### src/hw/fspwm_pkg.sv
/*
 Package for the fan speed PWM supervisor: duty width, interval counts
 and supervisor states. Assumes one clock and a PWM period tick.
*/
package fspwm_pkg;
	// ************************************************************
	// Widths and counts
	// ************************************************************
	localparam int DUTY_W = 8;
	localparam logic [DUTY_W-1:0] DUTY_FULL = 8'hff;
	localparam logic [5:0] STARTUP_CYCLES = 6'h20;
	localparam logic [5:0] MISSING_CYCLES = 6'h20;
	localparam logic [5:0] DIAG_CYCLES = 6'h03;
	localparam logic [5:0] CNT_ZERO = 6'h00;

	// ************************************************************
	// Supervisor states
	// ************************************************************
	typedef enum logic [2:0] {
		ST_SHUTDOWN = 3'b000,
		ST_AUTO_OFF = 3'b001,
		ST_START1 = 3'b010,
		ST_START2 = 3'b011,
		ST_NORMAL = 3'b100,
		ST_DIAG = 3'b101,
		ST_RETRY = 3'b110,
		ST_FAULT = 3'b111
	} fspwm_state_e;
endpackage

### src/hw/fspwm_duty_gen.sv
/*
 PWM waveform generator: phase counter advanced on each step, holds at
 full scale and restarts on the period tick. Duty maps linearly, 0 off
 and full scale always on.
 Assumes tick marks the start of each PWM period.
*/
`timescale 1ns/100ps
module fspwm_duty_gen #(
	parameter int W = 8
) (
	// Clock and reset
	input wire logic ref_clk,
	input wire logic rstn,
	// Period and level
	input wire logic tick,
	input wire logic step,
	input wire logic [W-1:0] duty,
	// Waveform
	output logic pwmOn
);
	logic [W-1:0] phase;

	always_ff @(posedge ref_clk or negedge rstn) begin
		if (!rstn) begin
			phase <= '0;
		end else if (tick) begin
			phase <= '0;
		end else if (step && phase != '1) begin
			phase <= phase + 1'b1;
		end
	end

	// Full scale compares always true so 100% has no gap
	assign pwmOn = (duty == '1) || (phase < duty);
endmodule

### src/hw/fspwm_period_counter.sv
/*
 Counts PWM period ticks; clear restarts from zero, done at the target.
 Assumes tick is a one-cycle enable at the PWM rate.
*/
`timescale 1ns/100ps
module fspwm_period_counter #(
	parameter int W = 6
) (
	// Clock and reset
	input wire logic ref_clk,
	input wire logic rstn,
	// Control
	input wire logic clear,
	input wire logic tick,
	input wire logic [W-1:0] target,
	// Status
	output logic done
);
	logic [W-1:0] count;

	always_ff @(posedge ref_clk or negedge rstn) begin
		if (!rstn) begin
			count <= '0;
		end else if (clear) begin
			count <= '0;
		end else if (tick && count != target) begin
			count <= count + 1'b1;
		end
	end

	assign done = (count == target);
endmodule

### src/hw/fspwm_supervisor.sv
/*
 Fan speed PWM supervisor: duty drive, start-up and retry timing,
 missing-pulse detection, fault and over-temperature flag.
 Assumes comparator levels and tach pulses synchronous to ref_clk and a
 one-cycle pwmTick per PWM period from the ramp comparator.
*/
`timescale 1ns/100ps
module fspwm_supervisor #(
	parameter int DUTY_W = fspwm_pkg::DUTY_W
) (
	// Clock and reset
	input wire logic ref_clk,
	input wire logic rstn,
	// PWM time base
	input wire logic pwmTick,
	input wire logic pwmStep,
	// Control level and comparator results
	input wire logic [DUTY_W-1:0] tempControlInput,
	input wire logic belowShutdownLevel,
	input wire logic aboveReleaseLevel,
	input wire logic belowAutoOffThreshold,
	input wire logic aboveAutoOffHysteresis,
	input wire logic aboveFullDutyOvertempLevel,
	// Fan tachometer
	input wire logic tachPulse,
	// Outputs
	output logic fanDriveOutput,
	output logic faultN
);
	import fspwm_pkg::*;

	// ************************************************************
	// State
	// ************************************************************
	fspwm_state_e state;
	fspwm_state_e next_state;
	logic pwmOn;
	logic pwmOnDly;
	logic tachSeen;
	logic qualPulse;
	logic intervalDone;
	logic missDone;
	logic intervalClear;
	logic missClear;
	logic [5:0] intervalTarget;
	logic [DUTY_W-1:0] duty;
	logic driveOn;
	logic fullOn;

	function automatic logic is_running(input fspwm_state_e s);
		is_running = (s != ST_SHUTDOWN) && (s != ST_AUTO_OFF) &&
			(s != ST_FAULT);
	endfunction

	// ************************************************************
	// Duty and waveform
	// ************************************************************
	// Comparator at full duty overrides the level so warning and 100%
	// agree even if the analog span saturates early
	assign duty = aboveFullDutyOvertempLevel ? DUTY_FULL :
		tempControlInput;

	fspwm_duty_gen #(
		.W(DUTY_W)
	) u_duty (
		.ref_clk(ref_clk),
		.rstn(rstn),
		.tick(pwmTick),
		.step(pwmStep),
		.duty(duty),
		.pwmOn(pwmOn)
	);

	// ************************************************************
	// Tach blanking and pulse capture
	// ************************************************************
	always_ff @(posedge ref_clk or negedge rstn) begin
		if (!rstn) begin
			pwmOnDly <= 1'b0;
		end else begin
			pwmOnDly <= fanDriveOutput;
		end
	end

	// Pulses on the pin's rising edge are switching noise, not rotation;
	// blanking follows the registered pin, not the internal request
	assign qualPulse = tachPulse && !(fanDriveOutput && !pwmOnDly);

	// Sticky per interval; a pulse on the clearing cycle still counts
	always_ff @(posedge ref_clk or negedge rstn) begin
		if (!rstn) begin
			tachSeen <= 1'b0;
		end else if (qualPulse) begin
			tachSeen <= 1'b1;
		end else if (intervalClear) begin
			tachSeen <= 1'b0;
		end
	end

	// ************************************************************
	// Interval timers in PWM cycles
	// ************************************************************
	assign intervalTarget = (state == ST_DIAG) ? DIAG_CYCLES :
		STARTUP_CYCLES;
	assign intervalClear = (next_state != state);
	assign missClear = (state != ST_NORMAL) || qualPulse
		|| intervalClear;

	fspwm_period_counter #(
		.W(6)
	) u_interval (
		.ref_clk(ref_clk),
		.rstn(rstn),
		.clear(intervalClear),
		.tick(pwmTick),
		.target(intervalTarget),
		.done(intervalDone)
	);

	fspwm_period_counter #(
		.W(6)
	) u_missing (
		.ref_clk(ref_clk),
		.rstn(rstn),
		.clear(missClear),
		.tick(pwmTick),
		.target(MISSING_CYCLES),
		.done(missDone)
	);

	// ************************************************************
	// Supervisor sequence
	// ************************************************************
	always_comb begin
		next_state = state;
		case (state)
			ST_SHUTDOWN: begin
				if (aboveReleaseLevel && !belowShutdownLevel) begin
					next_state = aboveAutoOffHysteresis ? ST_START1 :
						ST_AUTO_OFF;
				end
			end
			ST_AUTO_OFF: begin
				if (aboveAutoOffHysteresis) begin
					next_state = ST_START1;
				end
			end
			ST_START1: begin
				if (tachSeen && intervalDone) begin
					next_state = ST_NORMAL;
				end else if (intervalDone) begin
					next_state = ST_START2;
				end
			end
			ST_START2: begin
				if (tachSeen && intervalDone) begin
					next_state = ST_NORMAL;
				end else if (intervalDone) begin
					next_state = ST_FAULT;
				end
			end
			ST_NORMAL: begin
				if (missDone) begin
					next_state = ST_DIAG;
				end
			end
			ST_DIAG: begin
				if (tachSeen) begin
					next_state = ST_NORMAL;
				end else if (intervalDone) begin
					next_state = ST_RETRY;
				end
			end
			ST_RETRY: begin
				if (tachSeen && intervalDone) begin
					next_state = ST_NORMAL;
				end else if (intervalDone) begin
					next_state = ST_FAULT;
				end
			end
			ST_FAULT: begin
				next_state = ST_FAULT;
			end
			default: begin
				next_state = ST_SHUTDOWN;
			end
		endcase
		// Shutdown wins over all, including a latched fault
		if (belowShutdownLevel) begin
			next_state = ST_SHUTDOWN;
		end else if (belowAutoOffThreshold && is_running(state)) begin
			next_state = ST_AUTO_OFF;
		end
	end

	// Power-up behaves as a release from shutdown
	always_ff @(posedge ref_clk or negedge rstn) begin
		if (!rstn) begin
			state <= ST_SHUTDOWN;
		end else begin
			state <= next_state;
		end
	end

	// ************************************************************
	// Outputs
	// ************************************************************
	assign fullOn = (state == ST_START1) || (state == ST_START2) ||
		(state == ST_DIAG) || (state == ST_RETRY);
	assign driveOn = is_running(state) && (fullOn || pwmOn);

	always_ff @(posedge ref_clk or negedge rstn) begin
		if (!rstn) begin
			fanDriveOutput <= 1'b0;
		end else begin
			fanDriveOutput <= driveOn;
		end
	end

	// Fault pin active low; unlatched full-duty warning only while running
	always_ff @(posedge ref_clk or negedge rstn) begin
		if (!rstn) begin
			faultN <= 1'b1;
		end else if (next_state == ST_FAULT) begin
			faultN <= 1'b0;
		end else if (!is_running(next_state)) begin
			faultN <= 1'b1;
		end else begin
			faultN <= !(duty == DUTY_FULL);
		end
	end
endmodule

### config.mk
export PLATFORM = sky130hd
export DESIGN_NAME = fspwm_supervisor
export DESIGN_NICKNAME = d
export VERILOG_FILES = /design/src/hw/fspwm_pkg.sv /design/src/hw/fspwm_duty_gen.sv /design/src/hw/fspwm_period_counter.sv /design/src/hw/fspwm_supervisor.sv
export SDC_FILE = /design/constraint.sdc
export NUM_CORES = 1
export LEC_CHECK = 0
export BUFFER_PORTS_ARGS = -buffer_cell sky130_fd_sc_hd__buf_2
export CORE_AREA = 2 2 83 61
export CTS_CLUSTER_SIZE = 8
export DETAILED_ROUTE_END_ITERATION = 6
export DIE_AREA = 0 0 85 63
export GPL_TIMING_DRIVEN = 0
export SLEW_MARGIN = 40
export SYNTH_ARGS = -nofsm -noshare
export SYNTH_HDL_FRONTEND = slang
export SYNTH_SLANG_ARGS = --single-unit
### constraint.sdc
create_clock -name ref_clk -period 4.85 [get_ports ref_clk]
set_input_delay 0.485 -clock ref_clk [delete_from_list [all_inputs] [get_ports ref_clk]]
set_output_delay 0.485 -clock ref_clk [all_outputs]
set_load 0.02 [all_outputs]
-- After elaboration in Yosys (flattened, before gate mapping)
Index checks and enable logic that the tools add are counted.
- register bits: 27
- bits of input ports: 18
- output and inout port bits: 2
- add/subtract/negate cells: 3
- order comparisons: 1
- equal/unequal tests: 20
- multiplexer cells: 25
- reductions and logical operators: 32
- operators by type and width (kind ; number):
    $mux 3 ; 11
    $mux 6 ; 5
    $mux 8 ; 3
    $pmux 3 s7 ; 1
    $eq 3x3->1 const B ; 5
    $logic_and 1x1->1 ; 13
    $add 6x1->6 const B ; 2
    $ne 3x3->1 const B ; 3
    $add 8x1->8 const B ; 1
    $eq 8x8->1 const B ; 1
    $lt 8x8->1 ; 1
    $ne 8x8->1 const B ; 1
    $reduce_bool 2->1 ; 4
    $logic_or 1x1->1 ; 7
    $eq 3x2->1 const B ; 2
    $eq 6x6->1 ; 1
    $eq 6x6->1 const B ; 1
    $ne 3x1->1 const B ; 2
    $ne 6x6->1 ; 1
    $ne 6x6->1 const B ; 1
    $reduce_bool 3->1 ; 2
    $logic_not 1->1 ; 4
    $mux 1 ; 4
    $eq 3x1->1 const B ; 1
    other kinds (4) ; 4

-- Depth between registers and ports, before layout
Gate-level depths: netlist of run 1.
- word-level depth: 13
- depth in mapped cells: 8

-- By module
Synthesis of run 1 repeated with hierarchy kept, for this count alone.
- cells, all modules: 230
- area, all modules: 2064.5 µm²
- modules (own cells, without submodules) (module ; instances ; cells each ; area each (µm²)):
    fspwm_period_counter ; 2 ; 37 ; 367.9
    fspwm_supervisor ; 1 ; 85 ; 710.7
    fspwm_duty_gen ; 1 ; 71 ; 618.1

-- Least setup slack after synthesis of run 1
No wires, ideal clock.
- path type: reg2reg
- start: register u_missing.count[0]
- end: register u_missing.count[1]
- library setup time: 74 ps
- arrival time: 1834 ps
- setup slack: 2943 ps
- stages on the path, launching flop included: 9
- path buffers: 0
- period minus slack after synthesis: 1907 ps
- path through: dfrtp_1 inv_1 ha_1 nor4b_1 and4_1 or4_4 o21ai_4 nand3_2 a21oi_2
- longest elaborated chain between the ends: 8
- elaborated cells between the ends (all ways): 13
- ends and longest elaborated chain (item ; RTL line ; source):
    start, declared ; fspwm_period_counter.sv:19 ; logic [W-1:0] count;
    start signal, assigned ; fspwm_period_counter.sv:27 ; count <= count + 1'b1;
    $eq 6x6->1 ; fspwm_period_counter.sv:31 ; assign done = (count == target);
    $mux 3 ; fspwm_supervisor.sv:163 ; if (missDone) begin
    $pmux 3 s7 ; fspwm_supervisor.sv:136 ; case (state)
    $mux 3 ; fspwm_supervisor.sv:191 ; end else if (belowAutoOffThreshold && is_running(state)) begin
    $mux 3 ; fspwm_supervisor.sv:189 ; if (belowShutdownLevel) begin
    $ne 3x3->1 ; fspwm_supervisor.sv:105 ; assign intervalClear = (next_state != state);
    $logic_or 1x1->1 ; fspwm_supervisor.sv:107 ; || intervalClear;
    $mux 6 / $reduce_bool 2->1 (equally long branches) ; - ;
Several ways; a longest one is shown, not always the timed one. The select of a mux whose other input is x is not followed.
A chain may end at the register's enable or synchronous reset.

-- Worst setup path after layout of run 1
Same ends and word-level chain as after synthesis.

==> impl_metrics.csv, run 1 <==
group,metric,value,unit
clocking,cts_sinks,27,
sta,rsz0062_at_grt,"no",
final_layout,num-nets-final,262,
pwr,power.density,254,nW/um^2
sta,max-slew-margin-rel,0.595,
sta,max_freq,467,MHz
drt,routedWlPerCell,13.6,um
worst_setup_path,crit_fanout,6,
global_route,grt_max_degree,28,
drt,drt-initial-drc-count,82,
placement,dp_hpwl,3020,um
worst_setup_path,cp-start-kind,"flop",
synthesis,synth_area,1860,um^2
clocking,path_clk_slew,90,ps
worst_setup_path,worstPathArrival,2360,ps
sta,tightest_slew,608,ps
sta,finalSetupViolCount,0,
worst_setup_path,critical_path_class,"reg -> reg",
pwr,p_leak,0.000910,uW
drt,finalWirelength,3930,um
global_route,antenna_found_initial,0,
sta,maxSlewViolCount,0,
placement,dp.cells,285,
placement,port-buffer-count,17,
synthesis,synth_top_family_by_area,"simple AND/OR/NAND/NOR gates",
clocking,cts_resized,0,
clocking,cts_tree,"yes",
global_route,grt_pass1_wl,7050,um
clocking,post_cts_buffers,0,
synthesis,syn-num-nets,240,
floorplanning,core_area,4600,um^2
clocking,htree_num_levels,1,
synthesis,synth_adder_area_share,0.0742,
run_status,status,"complete, no violations",
final_layout,synthToLayoutAreaGrowth,11.1,%
synthesis,yosysSeqAreaShare,0.365,
synthesis,yosysUniqueCellTypes,55,
synthesis,synth_edf_count,0,
synthesis,syn_inst,211,
drt,num_vias,1545,
synthesis,synthFlopType,"dfrtp_1",
clocking,root_buffer,"clkbuf_8",
global_route,grt.overflow.total,0,
pwr,vdd_ir_drop_max,0.000114,V
clocking,clk_path_buf_depth,2,
drt,via_per_inst,5.35,
synthesis,syn_area_per_cell,8.79,um^2
synthesis,synthSimpleGateAreaFrac,0.255,
final_layout,utilization,0.448,
drt,firstDrtPassIters,4,
worst_setup_path,crit_path_end_kind,"flop",
sta,post-route-min-period,2140,ps
synthesis,async_reset_ff_frac,1.00,
synthesis,synth_compound_area_frac,0.190,
drt,drc_errors,0,
run,max_cap_viol_count,0,
pwr,p_total,524,uW
synthesis,synth-seq-cells,27,
final_layout,finalNonFillerCells,289,
worst_setup_path,cp_cell_sequence,"inv_1 -> ha_1 -> nor4b_1 -> and4_1 -> or4_4 -> o21ai_4 -> nand3_2 -> a21oi_2",
floorplanning,dieArea,5360,um^2
worst_setup_path,cp_slowest_stage_delay,520,ps
final_layout,insertedDiodeCount,0,
global_route,grt.total_usage,0.163,
synthesis,ys_warn_count,0,
clocking,insertion_delay,280,ps
floorplanning,num_io_pins,20,
clocking,cts_buffers,3,
final_layout,drive_gt1_frac,0.172,
placement,finalWeightedCongestion,0.850,
synthesis,synthMuxAreaShare,0,
drt,antenna_left,0,
sta,tns,0,ps
worst_hold_path,hp-class,"in -> async",
floorplanning,floorplan.initialDensity,0.404,
sta,fin_crit_sh,0.441,
global_route,grt_pass1_vias,1479,
sta,fin_skew,2.58,ps
clocking,cts-hold-fix-buffers,0,
sta,hold_violations,0,
floorplanning,die_h,63,um
floorplanning,die_width,85,um
worst_setup_path,cp.required,5070,ps
worst_setup_path,cp_slowest_cell,"or4_4",
floorplanning,row_count,21,
synthesis,synth-xor-area-share,0.0708,
## where the power goes
group | leakage, uW | switching [uW] | internal, uW | total (uW)
Sequential | 0.000364 | 25.1 | 244 | 269
Clock | 0.0000217 | 75.0 | 58.6 | 134
Combinational | 0.000524 | 71.8 | 49.8 | 122
## critical path, delay by kind of cell, from the launching register on
family                     cells  cell delay (ps)
and+or+nand+nor                4             1060
DFF                            1              380
AOI/OAI and AO/OA              2              350
adders and majority gates      1              200
buffers and inverters          1               80
## cells in the final DEF, fill, tap and decap left out, types with 3 or more instances in the layout
master and count:
nor2_1 33, dfrtp_1 26, buf_2 18, nand2_1 16
xor2_1 11, ha_1 11, inv_1 10, a21oi_1 10
nand4_1 9, nand3_1 8, o21ai_0 7, or3_1 4
and3_1 4, clkbuf_1 4, xnor2_1 4, nor2b_1 3
o2111ai_1 3, clkbuf_8 3
## kinds of logic (layout without fill, tap and decap cells)
logic type | Yosys count | count (layout)
buffers and inverters | 18 | 39
DFF | 27 | 27
adders and majority gates | 11 | 11
xor gates and xnor gates | 15 | 15
AOI/OAI and AO/OA | 48 | 48
and+or+nand+nor | 92 | 92
## stage by stage
stage	instance area, um^2	hold slack (ps)	worst slack [ps]
after CTS	2060	220	2690
after global routing	2060	240	2560
after detailed placement	2010	381	2730
final	2060	200	2710
after global placement	2010	380	2720
after floorplan	1860	189	2940
## per-layer routing
metal  vias to the layer above  GRT usage  routed length (um)
li1                        800          -                   -
met2                        16      0.239                1650
met1                       724      0.240                2100
met5                         -          0                   0
met3                         5     0.0410                 140
met4                         0     0.0357                  38
## final cells by class
type	count	area, um^2
plain buffers	8	46.3
clock buffers	3	41.3
clock inverters	1	7.51
fillers	457	2540
inverters	10	37.5
multi-input cells	166	1090
flip-flops and latches	27	677
well taps	57	71.3
repair buffers	17	85.1
## synth_stat cells, types with 3 or more instances
cell | instances | area, um^2
clkbuf_1 | 4 | 15.0
o2111ai_1 | 3 | 26.3
nor2b_1 | 3 | 18.8
nand3_1 | 8 | 40.0
a21oi_1 | 10 | 50.1
dfrtp_1 | 26 | 651
nor2_1 | 33 | 124
nand4_1 | 9 | 56.3
ha_1 | 11 | 138
inv_1 | 10 | 37.5
nand2_1 | 16 | 60.1
and3_1 | 4 | 25.0
o21ai_0 | 7 | 35.0
xor2_1 | 11 | 96.3
or3_1 | 4 | 25.0
xnor2_1 | 4 | 35.0
## sequential cells by signal, summed over array words and instances (netlist names)
name / count
u_interval.count: 6
u_missing.count: 6
pwmOnDly: 1
tachSeen: 1
fanDriveOutput: 1
u_duty.phase: 8
faultN: 1
state: 3
## worst paths after layout
check	depth (start not counted)	start	slack (ps)	endpoint
setup / recovery	8	u_missing.count[0]	2710	u_missing.count[1]
hold / removal	1	rstn	200	u_missing.count[3]
setup reg to reg	8	u_missing.count[0]	2710	u_missing.count[1]
hold reg to reg	0	fanDriveOutput	400	pwmOnDly
max in group asynchronous	1	rstn	4250	state[1]
min in group ref_clk	0	fanDriveOutput	400	pwmOnDly
(Power assumes the default switching activity.)
==> run 2: changes to the inputs <==
--- a/config.mk
+++ b/config.mk
@@ -5,11 +5,12 @@
 export SDC_FILE = /design/constraint.sdc
 export NUM_CORES = 1
 export LEC_CHECK = 0
+export ABC_AREA = 1
 export BUFFER_PORTS_ARGS = -buffer_cell sky130_fd_sc_hd__buf_2
-export CORE_AREA = 2 2 83 61
+export CORE_AREA = 2 2 82 60
 export CTS_CLUSTER_SIZE = 8
 export DETAILED_ROUTE_END_ITERATION = 6
-export DIE_AREA = 0 0 85 63
+export DIE_AREA = 0 0 84 62
 export GPL_TIMING_DRIVEN = 0
 export SLEW_MARGIN = 40
 export SYNTH_ARGS = -nofsm -noshare
==> constraint.sdc (replaced) <==
create_clock -name ref_clk -period 1.8 [get_ports ref_clk]
set_input_delay 0.18 -clock ref_clk [delete_from_list [all_inputs] [get_ports ref_clk]]
set_output_delay 0.18 -clock ref_clk [all_outputs]
set_load 0.02 [all_outputs]
==> impl_metrics.csv, run 2 <==
group,metric,value,unit
worst_setup_path,cp_cell_sequence,"buf_6 -> nand2_2 -> nand2_2 -> nand2_2 -> nand2_2 -> nand2_2 -> inv_2 -> nand4_1 -> nand2_1 -> o21ai_2 -> nand2_2 -> nor2_4 -> nand3_4 -> nor2_2",
sta,rsz0062_at_grt,"yes",
drt,antenna_left,0,
global_route,grt.total_usage,0.151,
placement,finalWeightedCongestion,0.902,
synthesis,synth_adder_area_share,0.0768,
pwr,power.density,795,nW/um^2
sta,tightest_slew,642,ps
drt,finalWirelength,4040,um
global_route,grt_pass1_wl,6130,um
sta,maxSlewViolCount,0,
final_layout,synthToLayoutAreaGrowth,25.3,%
drt,firstDrtPassIters,4,
sta,post-route-min-period,1790,ps
synthesis,synth.most_common_cell,"nand2_1",
worst_setup_path,crit_path_end_kind,"flop",
placement,dp.cells,310,
run_status,status,"complete, no violations",
synthesis,synth-xor-area-share,0.0488,
synthesis,synth_edf_count,0,
final_layout,num-nets-final,304,
global_route,grt_pass1_vias,1393,
drt,num_vias,1616,
clocking,root_buffer,"clkbuf_8",
synthesis,ys_top_cells_by_area,"dfrtp_1 (36%), nand2_1 (8.4%), ha_1 (7.7%)",
synthesis,syn_area_per_cell,7.63,um^2
placement,port-buffer-count,18,
worst_setup_path,crit_fanout,6,
sta,hold_violations,0,
floorplanning,row_count,21,
drt,drc_errors,0,
synthesis,yosysTopAreaCellShare,0.363,
final_layout,final_cell_mix,"nor2_1 (29), nand2_1 (28), dfrtp_1 (25)",
worst_setup_path,worstPathArrival,2000,ps
synthesis,synth_area,1790,um^2
final_layout,final_area,2250,um^2
synthesis,yosys.area.top_type,"dfrtp_1",
synthesis,yosysUniqueCellTypes,32,
sta,max_freq,560,MHz
worst_setup_path,cp.required,2020,ps
drt,routedWlPerCell,12.2,um
floorplanning,die_h,62,um
synthesis,synthSimpleGateAreaFrac,0.324,
drt,via_per_inst,4.88,
global_route,antenna_found_initial,0,
placement,postPlaceCellArea,1950,um^2
clocking,htree_num_levels,1,
global_route,grt_max_degree,28,
synthesis,synthMuxAreaShare,0,
worst_setup_path,path_common_cell,"nand2_2",
synthesis,ys_top_cells_by_count,"nand2_1 (40), nor2_1 (34), inv_1 (27)",
final_layout,insertedDiodeCount,0,
final_layout,regMostFlops,"u_duty.phase",
floorplanning,num_io_pins,20,
floorplanning,die_width,84,um
pwr,p_leak,0.00111,uW
clocking,clk_path_buf_depth,2,
floorplanning,core_area,4550,um^2
placement,dp_hpwl,2760,um
synthesis,yosysSeqAreaShare,0.378,
run,max_cap_viol_count,0,
final_layout,finalNonFillerCells,331,
synthesis,async_reset_ff_frac,1.00,
floorplanning,dieArea,5210,um^2
synthesis,synth_compound_area_frac,0.0977,
worst_setup_path,cp_slowest_stage_delay,410,ps
synthesis,synthFlopType,"dfrtp_1",
drt,drt-initial-drc-count,45,
final_layout,final_common_cell,"nor2_1",
clocking,cts_sinks,27,
sta,max-slew-margin-rel,0.572,
clocking,cts_tree,"yes",
final_layout,reg.largest.list,"u_duty.phase (8), u_interval.count (6), u_missing.count (6)",
pwr,vdd_ir_drop_max,0.000365,V
final_layout,drive_gt1_frac,0.347,
sta,finalSetupViolCount,0,
floorplanning,floorplan.initialDensity,0.394,
sta,fin_crit_sh,0.993,
final_layout,largest_reg_flops,8,
worst_setup_path,cp-start-kind,"flop",
sta,fin_skew,5.64,ps
clocking,insertion_delay,280,ps
synthesis,synth_top_family_by_area,"simple AND/OR/NAND/NOR gates",
worst_setup_path,critical_path_class,"reg -> reg",
worst_setup_path,cp_slowest_cell,"dfrtp_1",
synthesis,syn_inst,235,
global_route,grt.overflow.total,0,
synthesis,syn-num-nets,264,
clocking,cts_buffers,3,
synthesis,ys_warn_count,0,
worst_hold_path,hp-class,"in -> reg",
clocking,path_clk_slew,100,ps
synthesis,synth-seq-cells,27,
## run 2: worst paths after layout
| path | cells after the start | startpoint | slack (ps) | endpoint |
|---|---|---|---|---|
| worst max-delay path | 14 | state[2] | 10 | u_missing.count[2] |
| worst min-delay path | 2 | pwmTick | 110 | u_duty.phase[1] |
| worst max register to register | 14 | state[2] | 10 | u_missing.count[2] |
| worst min register to register | 0 | fanDriveOutput | 410 | pwmOnDly |
| max in group asynchronous | 2 | rstn | 900 | state[1] |
| min in group asynchronous | 2 | rstn | 450 | u_interval.count[1] |
## run 2: metrics by stage
step	setup TNS, ps	util	setup slack (ps)	power (uW)	hold slack [ps]
global placement	-60.2	0.430	-53.6	1270	244
global route	-1050	0.494	-149	1920	125
floorplan	0	-	163	1140	-116
CTS	0	0.450	3.87	1670	103
detailed placement	-188	0.430	-98.7	1280	237
finish	0	0.494	12.7	1780	114
## run 2: cell type report
type | instances | area [um^2]
Inverter | 31 | 121
Sequential cell | 27 | 678
Clock buffer | 3 | 41.3
Timing Repair Buffer | 35 | 215
Buffer | 3 | 26.3
Clock inverter | 1 | 5.00
Tap cell | 57 | 71.3
Fill cell | 467 | 2300
Multi-Input combinational cell | 174 | 1090
## run 2: where the power goes
part | total (uW) | internal, uW | switching, uW
Clock | 355 | 155 | 199
Sequential | 743 | 678 | 65.0
Combinational | 686 | 267 | 419
## run 2: worst max-delay path, delay by kind of cell (launching register included)
family / cells / cell delay [ps]
and+or+nand+nor: 11 / 1070
DFF: 1 / 410
buffers and inverters: 2 / 170
AOI/OAI and AO/OA: 1 / 80
## run 2: logic make-up (layout without fill, tap and decap cells)
logic type      after synthesis  in the layout
simple gates                123            123
buf+inv                      34             73
compound gates               30             30
flops                        27             27
fa+ha+maj                    11             11
xor+xnor                     10             10
## run 2: layer usage
layer	track usage	vias up	routed length [um]
met5	0	-	0
met1	0.209	744	2050
met2	0.247	23	1830
met4	0.0276	0	23
li1	-	845	-
met3	0.0383	4	137
## run 2: what timing repair did
item | CTS | global route
setup buffers | 3 | 12
gates cloned | 0 | 1
endpoints found under the hold margin | 26 | 0
endpoints found under the setup margin | 12 | 19
pin swaps | 1 | 19
resized for setup | 4 | 35
hold buffers | 1 | 0
==> run 3: changes to the inputs <==
--- a/config.mk
+++ b/config.mk
@@ -12,6 +12,7 @@
 export DETAILED_ROUTE_END_ITERATION = 6
 export DIE_AREA = 0 0 84 62
 export GPL_TIMING_DRIVEN = 0
+export RECOVER_POWER = 100
 export SLEW_MARGIN = 40
 export SYNTH_ARGS = -nofsm -noshare
 export SYNTH_HDL_FRONTEND = slang
==> impl_metrics.csv, run 3 (same netlist as run 2, synthesis figures left out) <==
group,metric,value,unit
worst_setup_path,worstPathArrival,2000,ps
sta,maxSlewViolCount,0,
global_route,grt_pass1_wl,6130,um
drt,firstDrtPassIters,4,
sta,tightest_slew,713,ps
drt,routedWlPerCell,12.2,um
worst_setup_path,critical_path_class,"reg -> reg",
pwr,p_leak,0.00111,uW
sta,hold_violations,0,
placement,dp.cells,310,
global_route,grt_pass1_vias,1393,
worst_hold_path,hp-class,"in -> reg",
final_layout,regMostFlops,"u_duty.phase",
floorplanning,dieArea,5210,um^2
final_layout,finalNonFillerCells,331,
floorplanning,floorplan.initialDensity,0.394,
global_route,antenna_found_initial,0,
clocking,clk_path_buf_depth,2,
clocking,htree_num_levels,1,
drt,antenna_left,0,
final_layout,seq_area,678,um^2
final_layout,multi_input_comb_area,1080,um^2
worst_setup_path,worstReg2RegEnd,"u_missing.count[2]",
worst_setup_path,ff2ff_path_depth,14,
final_layout,largest_reg_flops,8,
sta,finalSetupViolCount,0,
sta,rsz0062_at_grt,"yes",
drt,via_per_inst,4.89,
worst_setup_path,cp-start-kind,"flop",
floorplanning,num_io_pins,20,
pwr,pwr-share-seq,0.417,
pwr,swShare,0.384,
clocking,cts_buffers,3,
final_layout,final_cell_mix,"nor2_1 (30), nand2_1 (28), dfrtp_1 (25)",
pwr,p_switching,684,uW
sta,fin_crit_sh,0.992,
sta,max_freq,560,MHz
pwr,power.density,796,nW/um^2
run,max_cap_viol_count,0,
global_route,grt.overflow.total,0,
global_route,grt_max_degree,28,
worst_hold_path,min_to,"u_duty.phase[1]",
worst_hold_path,whs_path_depth,2,
pwr,combPwrFrac,0.384,
final_layout,synthToLayoutAreaGrowth,25.0,%
floorplanning,core_area,4550,um^2
clocking,cts_sinks,27,
sta,fin_skew,5.18,ps
drt,drc_errors,0,
clocking,root_buffer,"clkbuf_8",
worst_setup_path,cp.required,2020,ps
drt,drt-initial-drc-count,46,
sta,post-route-min-period,1790,ps
pwr,vdd_ir_drop_max,0.000366,V
final_layout,reg.largest.list,"u_duty.phase (8), u_interval.count (6), u_missing.count (6)",
run_status,status,"complete, no violations",
worst_setup_path,crit_path_end_kind,"flop",
final_layout,final_common_cell,"nor2_1",
sta,tns,0,ps
pwr,p_int,1100,uW
worst_setup_path,r2r-start,"state[2]",
final_layout,num-nets-final,304,
placement,finalWeightedCongestion,0.902,
drt,finalWirelength,4030,um
floorplanning,row_count,21,
clocking,cts_tree,"yes",
final_layout,drive_gt1_frac,0.336,
sta,max-slew-margin-rel,0.525,
final_layout,utilization,0.493,
clocking,insertion_delay,280,ps
floorplanning,die_h,62,um
final_layout,fillers,470,
placement,port-buffer-count,18,
worst_setup_path,reg2reg_slack,10,ps
floorplanning,die_width,84,um
worst_hold_path,min_from,"pwmTick",
final_layout,insertedDiodeCount,0,
placement,dp_hpwl,2760,um
global_route,grt.total_usage,0.151,
clocking,path_clk_slew,100,ps
worst_setup_path,crit_fanout,6,
pwr,pwr-share-clk,0.199,
drt,num_vias,1618,
==> run 3: changes by cell type in the layout (fill, tap and decap cells not counted) <==
cell | previous run | this run
nor2_1 | 29 | 30
nor2_2 | 11 | 10
buf_2 | 19 | 16
clkbuf_2 | 1 | 2
clkbuf_1 | 1 | 3
==> run 3: critical path, cell delays in order, from the launching register on <==
cell and delay, ps:
dfrtp_1 410, buf_6 140, nand2_2 50, nand2_2 70
nand2_2 80, nand2_2 60, nand2_2 90, inv_2 30
nand4_1 80, nand2_1 90, o21ai_2 80, nand2_2 80
nor2_4 180, nand3_4 160, nor2_2 130
==> run 3: layout make-up <==
type                    instances  area share
inverters                      31      0.0542
clock inverters                 1     0.00223
multi-input cells             174       0.484
flip-flops and latches         27       0.303
repair buffers                 35      0.0949
clock buffers                   3      0.0184
plain buffers                   3      0.0117
well taps                      57      0.0318
==> run 3: worst max path at each step <==
stage	startpoint	to	slack (ps)	cells after the start
final	state[2]	u_missing.count[2]	10	14
after global routing	state[2]	u_missing.count[2]	-150	14
after CTS	u_missing.count[0]	u_missing.count[5]	4	12
after detailed placement	u_missing.count[0]	u_missing.count[5]	-100	9
after global placement	u_missing.count[0]	u_missing.count[5]	-50	9
after floorplan	u_missing.count[0]	u_missing.count[5]	160	9
==> run 3: repair_timing <==
action	in CTS	in global routing
buffers inserted	3	12
cloned	0	1
pin swaps	1	19
endpoints found under the setup margin	12	19
hold endpoints to repair	26	0
hold buffers	1	0
gates resized for setup	4	35
==> run 3: stage by stage <==
stage | worst slack [ps] | hold WS [ps] | cell area [um^2] | total power [uW]
after floorplan | 163 | -116 | 1790 | 1140
after global placement | -53.6 | 244 | 1950 | 1270
after detailed placement | -98.7 | 237 | 1950 | 1280
after CTS | 3.87 | 103 | 2050 | 1670
after global routing | -149 | 125 | 2240 | 1910
final | 13.6 | 114 | 2240 | 1780
==> run 3: power groups by stage <==
stage	Clock (uW)	Sequential, uW	Combinational, uW
after floorplan	0	749	386
after global placement	0	749	521
after detailed placement	0	751	527
after CTS	366	737	567
after global routing	393	753	767
final	356	744	684
==> run 3: metal layers <==
layer	vias to the layer above	part of all wire	global-route usage
li1	845	-	-
met1	746	0.51	0.209
met2	23	0.45	0.247
met3	4	0.033	0.0383
met4	0	0.0057	0.0276
met5	-	0	0
